==> config.mk <==
export PLATFORM = sky130hd
export DESIGN_NAME = fsr_regs
export DESIGN_NICKNAME = d
export VERILOG_FILES = /design/src/fsr_pkg.sv /design/src/fsr_regs.sv /design/src/fsr_flag_bank.sv /design/src/fsr_event_ctl.sv
export SDC_FILE = /design/constraint.sdc
export NUM_CORES = 1
export LEC_CHECK = 0
export BUFFER_PORTS_ARGS = -buffer_cell sky130_fd_sc_hd__buf_2
export CAP_MARGIN = 20
export CORE_MARGIN = 1.5
export CORE_UTILIZATION = 50
export DETAILED_ROUTE_END_ITERATION = 16
export GPL_ROUTABILITY_DRIVEN = 0
export HOLD_SLACK_MARGIN = 0.02
export PLACE_DENSITY_LB_ADDON = 0.25
export SYNTH_ARGS = -nofsm -noshare
export SYNTH_HDL_FRONTEND = slang
export SYNTH_SLANG_ARGS = --single-unit
==> constraint.sdc <==
create_clock -name clk_sys -period 13.4 [get_ports clk_sys]
set_input_delay 0 -clock clk_sys [delete_from_list [all_inputs] [get_ports clk_sys]]
set_output_delay 0 -clock clk_sys [all_outputs]
set_load 0.03 [all_outputs]
==> src/fsr_pkg.sv <==
// package of register map, field positions, reset values and carrier types
package fsr_pkg;

  // register offsets on the serial control bus
  localparam logic [7:0] ADDR_FAULT_STATUS  = 8'h02;
  localparam logic [7:0] ADDR_EVENT_STATUS  = 8'h03;
  localparam logic [7:0] ADDR_FLASH_CURRENT = 8'h04;
  localparam logic [7:0] READ_UNMAPPED      = 8'h00;

  // reset values
  localparam logic [7:0] RST_FAULT_STATUS   = 8'h00;
  localparam logic [7:0] RST_EVENT_STATUS   = 8'h01;
  localparam logic [7:0] RST_FLASH_CURRENT  = 8'h29;

  // flash current register fields
  localparam int FC_EN_BIT   = 7;
  localparam int FC_CODE_MSB = 5;

  // event status bit positions
  localparam int EV_LOWBAT = 7;
  localparam int EV_DONE   = 6;
  localparam int EV_TX1    = 5;
  localparam int EV_TX2    = 4;
  localparam int EV_FTMR   = 3;
  localparam int EV_TTMR   = 2;
  localparam int EV_INDUCTOR_PEAK_LIMIT_HIT   = 1;
  localparam int EV_RESET  = 0;

  // one current step, 15.625 mA, in microamps
  localparam logic [19:0] FLASH_STEP_UA = 20'h03D09;

  // fault conditions, ordered as bits 7 down to 0 of the fault status
  typedef struct packed {
    logic reg_a_short_flag;
    logic reg_b_short_flag;
    logic regulator_supply_invalid;
    logic input_or_thermal_fault;
    logic thermistor_overtemp;
    logic thermistor_grounded;
    logic overvoltage_analog_loop;
    logic overvoltage_digital_loop;
  } fsr_fault_in_t;

  // event conditions and sequencing handshake
  typedef struct packed {
    logic low_battery_active;
    logic transmit_mask_one;
    logic transmit_mask_two;
    logic flash_timer_out;
    logic torch_timer_out;
    logic inductor_peak_limit;
    logic max_timer_mode;
    logic event_request;
    logic event_finished;
  } fsr_event_in_t;

  // byte-level register request from the serial bus front end
  typedef struct packed {
    logic [7:0] addr;
    logic [7:0] wdata;
    logic       wr;
    logic       rd;
  } fsr_reg_req_t;

endpackage : fsr_pkg

==> src/fsr_regs.sv <==
// status and flash current register bank of the LED flash driver
//
// Overview of operation
// - The fault status register resets to 0x00 and clears on a host read and on supply undervoltage.
// - No new flash or torch event starts while any fault flag is latched; the host clears it first.
// - Fault bits 7 and 6 flag a shorted LED on regulator 1 and regulator 2.
// - Fault bit 5 flags an invalid regulator supply, bit 4 an invalid main supply or die overheat.
// - Fault bit 3 flags thermistor overtemperature, bit 2 a thermistor node shorted to ground.
// - Fault bit 1 flags analog-loop overvoltage, bit 0 digital-loop overvoltage.
// - The event status register resets to 0x01 and clears on read, undervoltage and a new event.
// - Event bit 7 records low-battery current reduction during the latest flash event.
// - Event bit 6 reads 0 while an event runs and 1 once it has completed.
// - Event bits 5 and 4 record transmit mask 1 and 2 during the latest flash event.
// - Event bits 3 and 2 record flash and torch safety timer expiry in maximum timer mode.
// - Event bit 1 is set whenever the inductor peak current limit is reached.
// - Event bit 0 reads 1 after a register reset and clears when the host reads it.
// - The flash current register resets to 0x29, bit 7 enables regulator 1, bit 6 reads 0.
// - The flash enable clears itself on lockout, supply undervoltage or an LED1 flash fault.
// - The 6-bit code maps linearly in 15.625 mA steps from 15.625 mA up to 1000 mA.
`timescale 1ns/1ns
`default_nettype none
module fsr_regs (
  // clock and reset
  input  wire logic                    clk_sys,
  input  wire logic                    reset_n,
  // register access from the serial bus front end
  input  wire fsr_pkg::fsr_reg_req_t   reg_req,
  output logic                  [7:0]  reg_rdata_ff,
  // fault and event conditions
  input  wire fsr_pkg::fsr_fault_in_t  fault_in,
  input  wire fsr_pkg::fsr_event_in_t  event_in,
  // supply and protection
  input  wire logic                    supply_undervoltage_threshold_hit,
  input  wire logic                    lockout,
  input  wire logic                    led1_flash_fault,
  // event sequencing
  output logic                         event_start_ff,
  output logic                         event_busy_ff,
  output logic                         fault_pending_ff,
  // regulator 1 flash settings
  output logic                         reg_a_flash_enable_ff,
  output logic                  [5:0]  reg_a_flash_current_code_ff,
  output logic                  [19:0] reg_a_flash_current_ua_ff
);
  import fsr_pkg::*;

  // flash current in microamps for a code
  function automatic logic [19:0] fsr_code_to_ua(input logic [5:0] code);
    logic [31:0] wide;
    wide = (32'(code) + 32'h0000_0001) * 32'(FLASH_STEP_UA);
    return wide[19:0];
  endfunction : fsr_code_to_ua

  logic [7:0]  fault_q;
  logic [7:0]  event_q;
  logic [7:0]  fault_set;
  logic [7:0]  event_set;
  logic        rd_fault;
  logic        rd_event;
  logic        wr_flash;
  logic        grant;
  logic        busy;
  logic        fault_latched;
  logic        en_clear;
  logic [7:0]  nxt_rdata;
  logic        nxt_enable;
  logic [5:0]  nxt_code;
  logic        nxt_pending;

  // address decode of read and write strobes
  always_comb begin
    rd_fault = reg_req.rd && (reg_req.addr == ADDR_FAULT_STATUS);
    rd_event = reg_req.rd && (reg_req.addr == ADDR_EVENT_STATUS);
    wr_flash = reg_req.wr && (reg_req.addr == ADDR_FLASH_CURRENT);
  end

  // fault flags map straight onto the fault status bits
  always_comb begin
    fault_set = fault_in;
  end

  // fault status, cleared by read or undervoltage; set wins
  fsr_flag_bank #(
    .RST      (RST_FAULT_STATUS)
  ) u_fault (
    .clk_sys  (clk_sys),
    .reset_n  (reset_n),
    .set_bits (fault_set),
    .clear    (rd_fault || supply_undervoltage_threshold_hit),
    .flags_ff (fault_q)
  );

  // a fault raised this cycle also blocks a start
  always_comb begin
    fault_latched = (fault_q != 8'h00) || (fault_set != 8'h00);
  end

  // event sequencer
  fsr_event_ctl u_ctl (
    .clk_sys       (clk_sys),
    .reset_n       (reset_n),
    .request       (event_in.event_request),
    .finished      (event_in.event_finished),
    .fault_latched (fault_latched),
    .grant         (grant),
    .busy_ff       (busy)
  );

  // event flags: per-event records only while an event runs
  always_comb begin
    event_set           = 8'h00;
    event_set[EV_LOWBAT] = event_in.low_battery_active && busy;
    event_set[EV_DONE]  = event_in.event_finished && busy;
    event_set[EV_TX1]   = event_in.transmit_mask_one && busy;
    event_set[EV_TX2]   = event_in.transmit_mask_two && busy;
    event_set[EV_FTMR]  = event_in.flash_timer_out && event_in.max_timer_mode;
    event_set[EV_TTMR]  = event_in.torch_timer_out && event_in.max_timer_mode;
    event_set[EV_INDUCTOR_PEAK_LIMIT_HIT]  = event_in.inductor_peak_limit;
  end

  // event status, reset value carries the registers-were-reset bit
  fsr_flag_bank #(
    .RST      (RST_EVENT_STATUS)
  ) u_event (
    .clk_sys  (clk_sys),
    .reset_n  (reset_n),
    .set_bits (event_set),
    .clear    (rd_event || supply_undervoltage_threshold_hit || grant),
    .flags_ff (event_q)
  );

  // flash enable: self clear wins over a host write for safety
  always_comb begin
    en_clear   = lockout || supply_undervoltage_threshold_hit || led1_flash_fault;
    nxt_enable = reg_a_flash_enable_ff;
    nxt_code   = reg_a_flash_current_code_ff;
    if (wr_flash) begin
      nxt_enable = reg_req.wdata[FC_EN_BIT];
      nxt_code   = reg_req.wdata[FC_CODE_MSB:0];
    end
    if (en_clear) begin
      nxt_enable = 1'b0;
    end
  end

  // read mux returns values before any clearing; bit 6 of current reads 0
  always_comb begin
    case (reg_req.addr)
      ADDR_FAULT_STATUS:  nxt_rdata = fault_q;
      ADDR_EVENT_STATUS:  nxt_rdata = event_q;
      ADDR_FLASH_CURRENT: nxt_rdata = {reg_a_flash_enable_ff, 1'b0, reg_a_flash_current_code_ff};
      default:            nxt_rdata = READ_UNMAPPED;
    endcase
    nxt_pending = fault_latched;
  end

  // output registers
  always_ff @(posedge clk_sys) begin
    if (!reset_n) begin
      reg_rdata_ff                <= 8'h00;
      event_start_ff              <= 1'b0;
      event_busy_ff               <= 1'b0;
      fault_pending_ff            <= 1'b0;
      reg_a_flash_enable_ff       <= RST_FLASH_CURRENT[FC_EN_BIT];
      reg_a_flash_current_code_ff <= RST_FLASH_CURRENT[FC_CODE_MSB:0];
      reg_a_flash_current_ua_ff   <= fsr_code_to_ua(RST_FLASH_CURRENT[FC_CODE_MSB:0]);
    end else begin
      if (reg_req.rd) begin
        reg_rdata_ff <= nxt_rdata;
      end
      event_start_ff              <= grant;
      event_busy_ff               <= busy;
      fault_pending_ff            <= nxt_pending;
      reg_a_flash_enable_ff       <= nxt_enable;
      reg_a_flash_current_code_ff <= nxt_code;
      reg_a_flash_current_ua_ff   <= fsr_code_to_ua(nxt_code);
    end
  end
endmodule : fsr_regs
`default_nettype wire

==> src/fsr_flag_bank.sv <==
// eight sticky status flags with a clear that loses to a simultaneous set
`timescale 1ns/1ns
`default_nettype none
module fsr_flag_bank #(
  parameter logic [7:0] RST = 8'h00
) (
  // clock and reset
  input  wire logic       clk_sys,
  input  wire logic       reset_n,
  // flag control
  input  wire logic [7:0] set_bits,
  input  wire logic       clear,
  output logic      [7:0] flags_ff
);
  logic [7:0] nxt_flags;

  // clear first, then or in new sets so no event is lost
  always_comb begin
    nxt_flags = (clear ? 8'h00 : flags_ff) | set_bits;
  end

  // flag storage
  always_ff @(posedge clk_sys) begin
    if (!reset_n) begin
      flags_ff <= RST;
    end else begin
      flags_ff <= nxt_flags;
    end
  end
endmodule : fsr_flag_bank
`default_nettype wire

==> src/fsr_event_ctl.sv <==
// flash/torch event sequencer that refuses to start while a fault is latched
`timescale 1ns/1ns
`default_nettype none
module fsr_event_ctl (
  // clock and reset
  input  wire logic clk_sys,
  input  wire logic reset_n,
  // event handshake
  input  wire logic request,
  input  wire logic finished,
  input  wire logic fault_latched,
  output logic      grant,
  output logic      busy_ff
);
  typedef enum logic [0:0] {EV_IDLE, EV_ACTIVE} fsr_ev_state_t;
  fsr_ev_state_t state_ff;
  fsr_ev_state_t nxt_state;

  // next state and start grant; requests during an event are ignored
  always_comb begin
    nxt_state = state_ff;
    grant     = 1'b0;
    case (state_ff)
      EV_IDLE: begin
        if (request && !fault_latched) begin
          grant     = 1'b1;
          nxt_state = EV_ACTIVE;
        end
      end
      EV_ACTIVE: begin
        if (finished) begin
          nxt_state = EV_IDLE;
        end
      end
      default: nxt_state = EV_IDLE;
    endcase
  end

  // state register
  always_ff @(posedge clk_sys) begin
    if (!reset_n) begin
      state_ff <= EV_IDLE;
      busy_ff  <= 1'b0;
    end else begin
      state_ff <= nxt_state;
      busy_ff  <= (nxt_state == EV_ACTIVE);
    end
  end
endmodule : fsr_event_ctl
`default_nettype wire

==> metrics.csv <==
stage;metric;value;unit
run_status;outcome;finished clean;
clock_tree;Clk Latency, worst-skew pair;310;ps
clock_tree;TritonCTS clock tree;yes;
route;DRT Pass-1 Iters;4;
placement;dpl ws;7880;ps
power_and_ir_drop;clock network power share;34.5;%
power_and_ir_drop;Leakage;1.97;nW
die;cell row count;30;
timing;Slew Limit Fails;0;
timing;setup TNS;0;ps
route;ANT nets after route;0;
route;Starting DRT DRC Count;92;
die;core area;6790;µm²
placement;dpl hpwl;5.54;mm
power_and_ir_drop;PwrDens;75.2;nW/µm²
clock_tree;CTS Buf Count;5;
worst_setup_path;Data required, critical path;13590;ps
clock_tree;CTS resizes;0;
die;Initial Util;51.7;%
clock_tree;clock-pin slew on the worst setup and hold paths;100;ps
worst_setup_path;Crit Path Category;reg2reg;
global_routing;initial antenna violation count;0;
worst_setup_path;Worst path slowest cell;o21ai_0;
route;Via density;5.20;
yosys;syn_nets;458;
global_routing;gr usage total;20.9;%
worst_setup_path;critical path arrival;5560;ps
timing;RSZ-0062 raised after global routing;false;
clock_tree;root buffer cell;clkbuf_8;
worst_setup_path;slowest stage delay, CP;610;ps
power_and_ir_drop;P_int;0.000245;W
cells_and_area;most common cell after layout, fill and taps aside;buf_2;
cells_and_area;Layout area overhead;23.0;%
yosys;Synth area leaders;dfxtp_1, ha_1, fa_1;
yosys;Warnings, synthesis;0;
worst_setup_path;CP Launch Type;register;
timing;final setup margin;8040;ps
yosys;asr flop ratio synth;0;%
global_routing;first-pass GRT wire length;12.5;mm
worst_setup_path;critical path's most frequent cell;inv_1;
worst_setup_path;Stages on worst setup path;18;
timing;Max Fclk;186;MHz
worst_setup_path;CP endpoint kind;register;
global_routing;vias in the first global route;2701;
power_and_ir_drop;sequential group share of total power;52.4;%
route;DRT Wirelength;7.57;mm
yosys;Most used DFF post-synth;dfxtp_1;
timing;Hold Vio Cnt, Final;0;
placement;port bufs;76;
yosys;Seq/Total Area, Yosys;31.4;%
min_path;Hold Path Depth;4;
cells_and_area;antenna cells;0;
timing;Final period util;40.0;%
yosys;#FFs+latches synth;55;
route;routed length per instance;13.5;µm
global_routing;GRT overflow;0;
timing;Worst-Margin Slew;898;ps
yosys;mean post-synth cell area;9.73;µm²
worst_setup_path;FF-to-FF path depth;18;
worst_setup_path;worst path cell trace;and3_1 > xnor2_1 > o21ai_0 > inv_1 > fa_1 > inv_1 > ha_1 > inv_1 > fa_1 > inv_1 > ha_1 > a21o_1 > ha_1 > a211oi_1 > a21boi_0 > o21ai_0 > o21ai_0 > mux2_2;
cells_and_area;most frequent cells in the layout;buf_2, dfxtp_1, ha_1;
power_and_ir_drop;Sw Ratio;24.5;%
timing;Final min period;5360;ps
clock_tree;CTS max path bufs;2;
worst_setup_path;worst path buffer plus inverter count;4;
timing;Relative slew margins;39.5;%
min_path;hold crit path type;in2reg;
cells_and_area;share of cells above drive strength 1;21.2;%
power_and_ir_drop;Max VDD drop;0.0000409;V
power_and_ir_drop;Comb pwr share;13.1;%
worst_setup_path;crit-path max FO;7;
yosys;Mapped Area;3510;µm²
route;DRC viols;0;
clock_tree;htree depth;2;
die;# IOs;78;
die;Die ar.;7530;µm²
cells_and_area;count of nets after finishing;559;
yosys;Post-Syn Instances;361;
die;Die Width;86.8;µm
worst_setup_path;CP delay by family, top;adder cells;
yosys;synth unique cells;48;
cells_and_area;FF/Latch Area;1100;µm²
yosys;top-area cell type share of the netlist area;31.4;%
cells_and_area;area of the multi-input gates;2240;µm²
timing;# setup viols final;0;
clock_tree;clk sinks;55;
global_routing;largest net degree at the start of global routing;51;
timing;Worst Skew;11.7;ps
route;DR vias;2906;
yosys;largest area contributor in the netlist;dfxtp_1;
die;die extent in y;86.8;µm
yosys;Post-synth EDFFs;0;
power_and_ir_drop;Switch Pwr;0.0000795;W
run;Max-cap violations;0;
cells_and_area;fillcell total;592;
metrics by stage:
| stage | cells | total power [W] | area, µm² | util [%] | hold slack (ps) |
|---|---|---|---|---|---|
| final | 559 | 0.000325 | 4320 | 63.6 | 29.3 |
| after global routing | 559 | 0.000339 | 4320 | 63.6 | 52.6 |
| after CTS | 559 | 0.000328 | 4320 | 63.6 | 28.5 |
| after detailed placement | 526 | 0.000210 | 3960 | 58.3 | 175 |
| after global placement | 526 | 0.000209 | 3960 | 58.3 | 170 |
| after floorplan | 361 | 0.000196 | 3510 | - | 71.0 |
state kept, by name, summed over array words and instances, names as in the netlist:
register / cells
u_ctl.state_ff: 1
reg_a_flash_current_code_ff: 6
reg_a_flash_enable_ff: 1
fault_pending_ff: 1
u_event.flags_ff: 8
reg_rdata_ff: 8
reg_a_flash_current_ua_ff: 20
event_busy_ff: 1
event_start_ff: 1
u_fault.flags_ff: 8
layer usage:
layer  track usage [%]  wire [µm]  vias to the layer above
met1              28.8       3630                     1361
li1                  -          -                     1455
met4              6.30        131                        0
met3              4.10        303                       14
met5                 0          0                        -
met2              33.1       3510                       76
power groups by stage:
stage | Clock, W | Combinational, W | Sequential (W)
floorplan | 0 | 0.0000195 | 0.000177
global placement | 0 | 0.0000358 | 0.000174
detailed placement | 0 | 0.0000364 | 0.000174
CTS | 0.000115 | 0.0000421 | 0.000170
global route | 0.000122 | 0.0000463 | 0.000171
finish | 0.000112 | 0.0000424 | 0.000170
cell families (layout without fill, tap and decap cells):
family	after synthesis	in the layout	share of synthesized area, %
AO/OA/AOI/OAI	72	72	14.5
XOR/XNOR	26	26	6.49
adder cells (fa/ha/maj)	57	57	22.7
buffers and inverters	38	140	4.95
flip-flops	55	55	31.4
multiplexers	12	12	3.63
AND/OR/NAND/NOR	101	101	16.4
area by class of cell:
| cell class | count | share of cell area (%) |
|---|---|---|
| Multi-Input combinational cell | 268 | 51.8 |
| Inverter | 30 | 2.61 |
| Clock buffer | 6 | 1.68 |
| Sequential cell | 55 | 25.5 |
| Timing Repair Buffer | 102 | 14.8 |
| Clock inverter | 2 | 0.898 |
| Tap cell | 96 | 2.78 |
worst min-delay path, delay by kind of cell:
kind,cells,cell delay [ps]
AOI/OAI and AO/OA,1,60
buffers and inverters,1,130
and+or+nand+nor,2,100
cells in the mapped netlist, types with 6 or more instances:
library cell	count
mux2i_1	8
xor2_1	11
nand2_1	30
inv_1	30
fa_1	11
nor2b_1	14
a21oi_1	8
dfxtp_1	55
nor2_1	7
nand2b_1	9
a22oi_1	12
ha_1	46
xnor2_1	15
o21ai_0	17
and2_1	12
a22o_1	15
nand3_1	6
timing repair:
action / in CTS / in global routing
setup buffers: 0 / 0
endpoints found under the hold margin: 23 / 0
setup endpoints to repair: 0 / 0
hold buffers: 25 / 0
path summary, 6_finish.rpt:
kind | startpoint | endpoint | slack (ps)
worst min register to register | u_event.flags_ff[0] | u_event.flags_ff[0] | 450
worst max register to register | reg_a_flash_current_code_ff[0] | reg_a_flash_current_ua_ff[17] | 8040
worst min-delay path | reg_req[13] | reg_rdata_ff[0] | 30
worst max-delay path | reg_a_flash_current_code_ff[0] | reg_a_flash_current_ua_ff[17] | 8040
No activity file was read; power rests on OpenSTA's default activity.
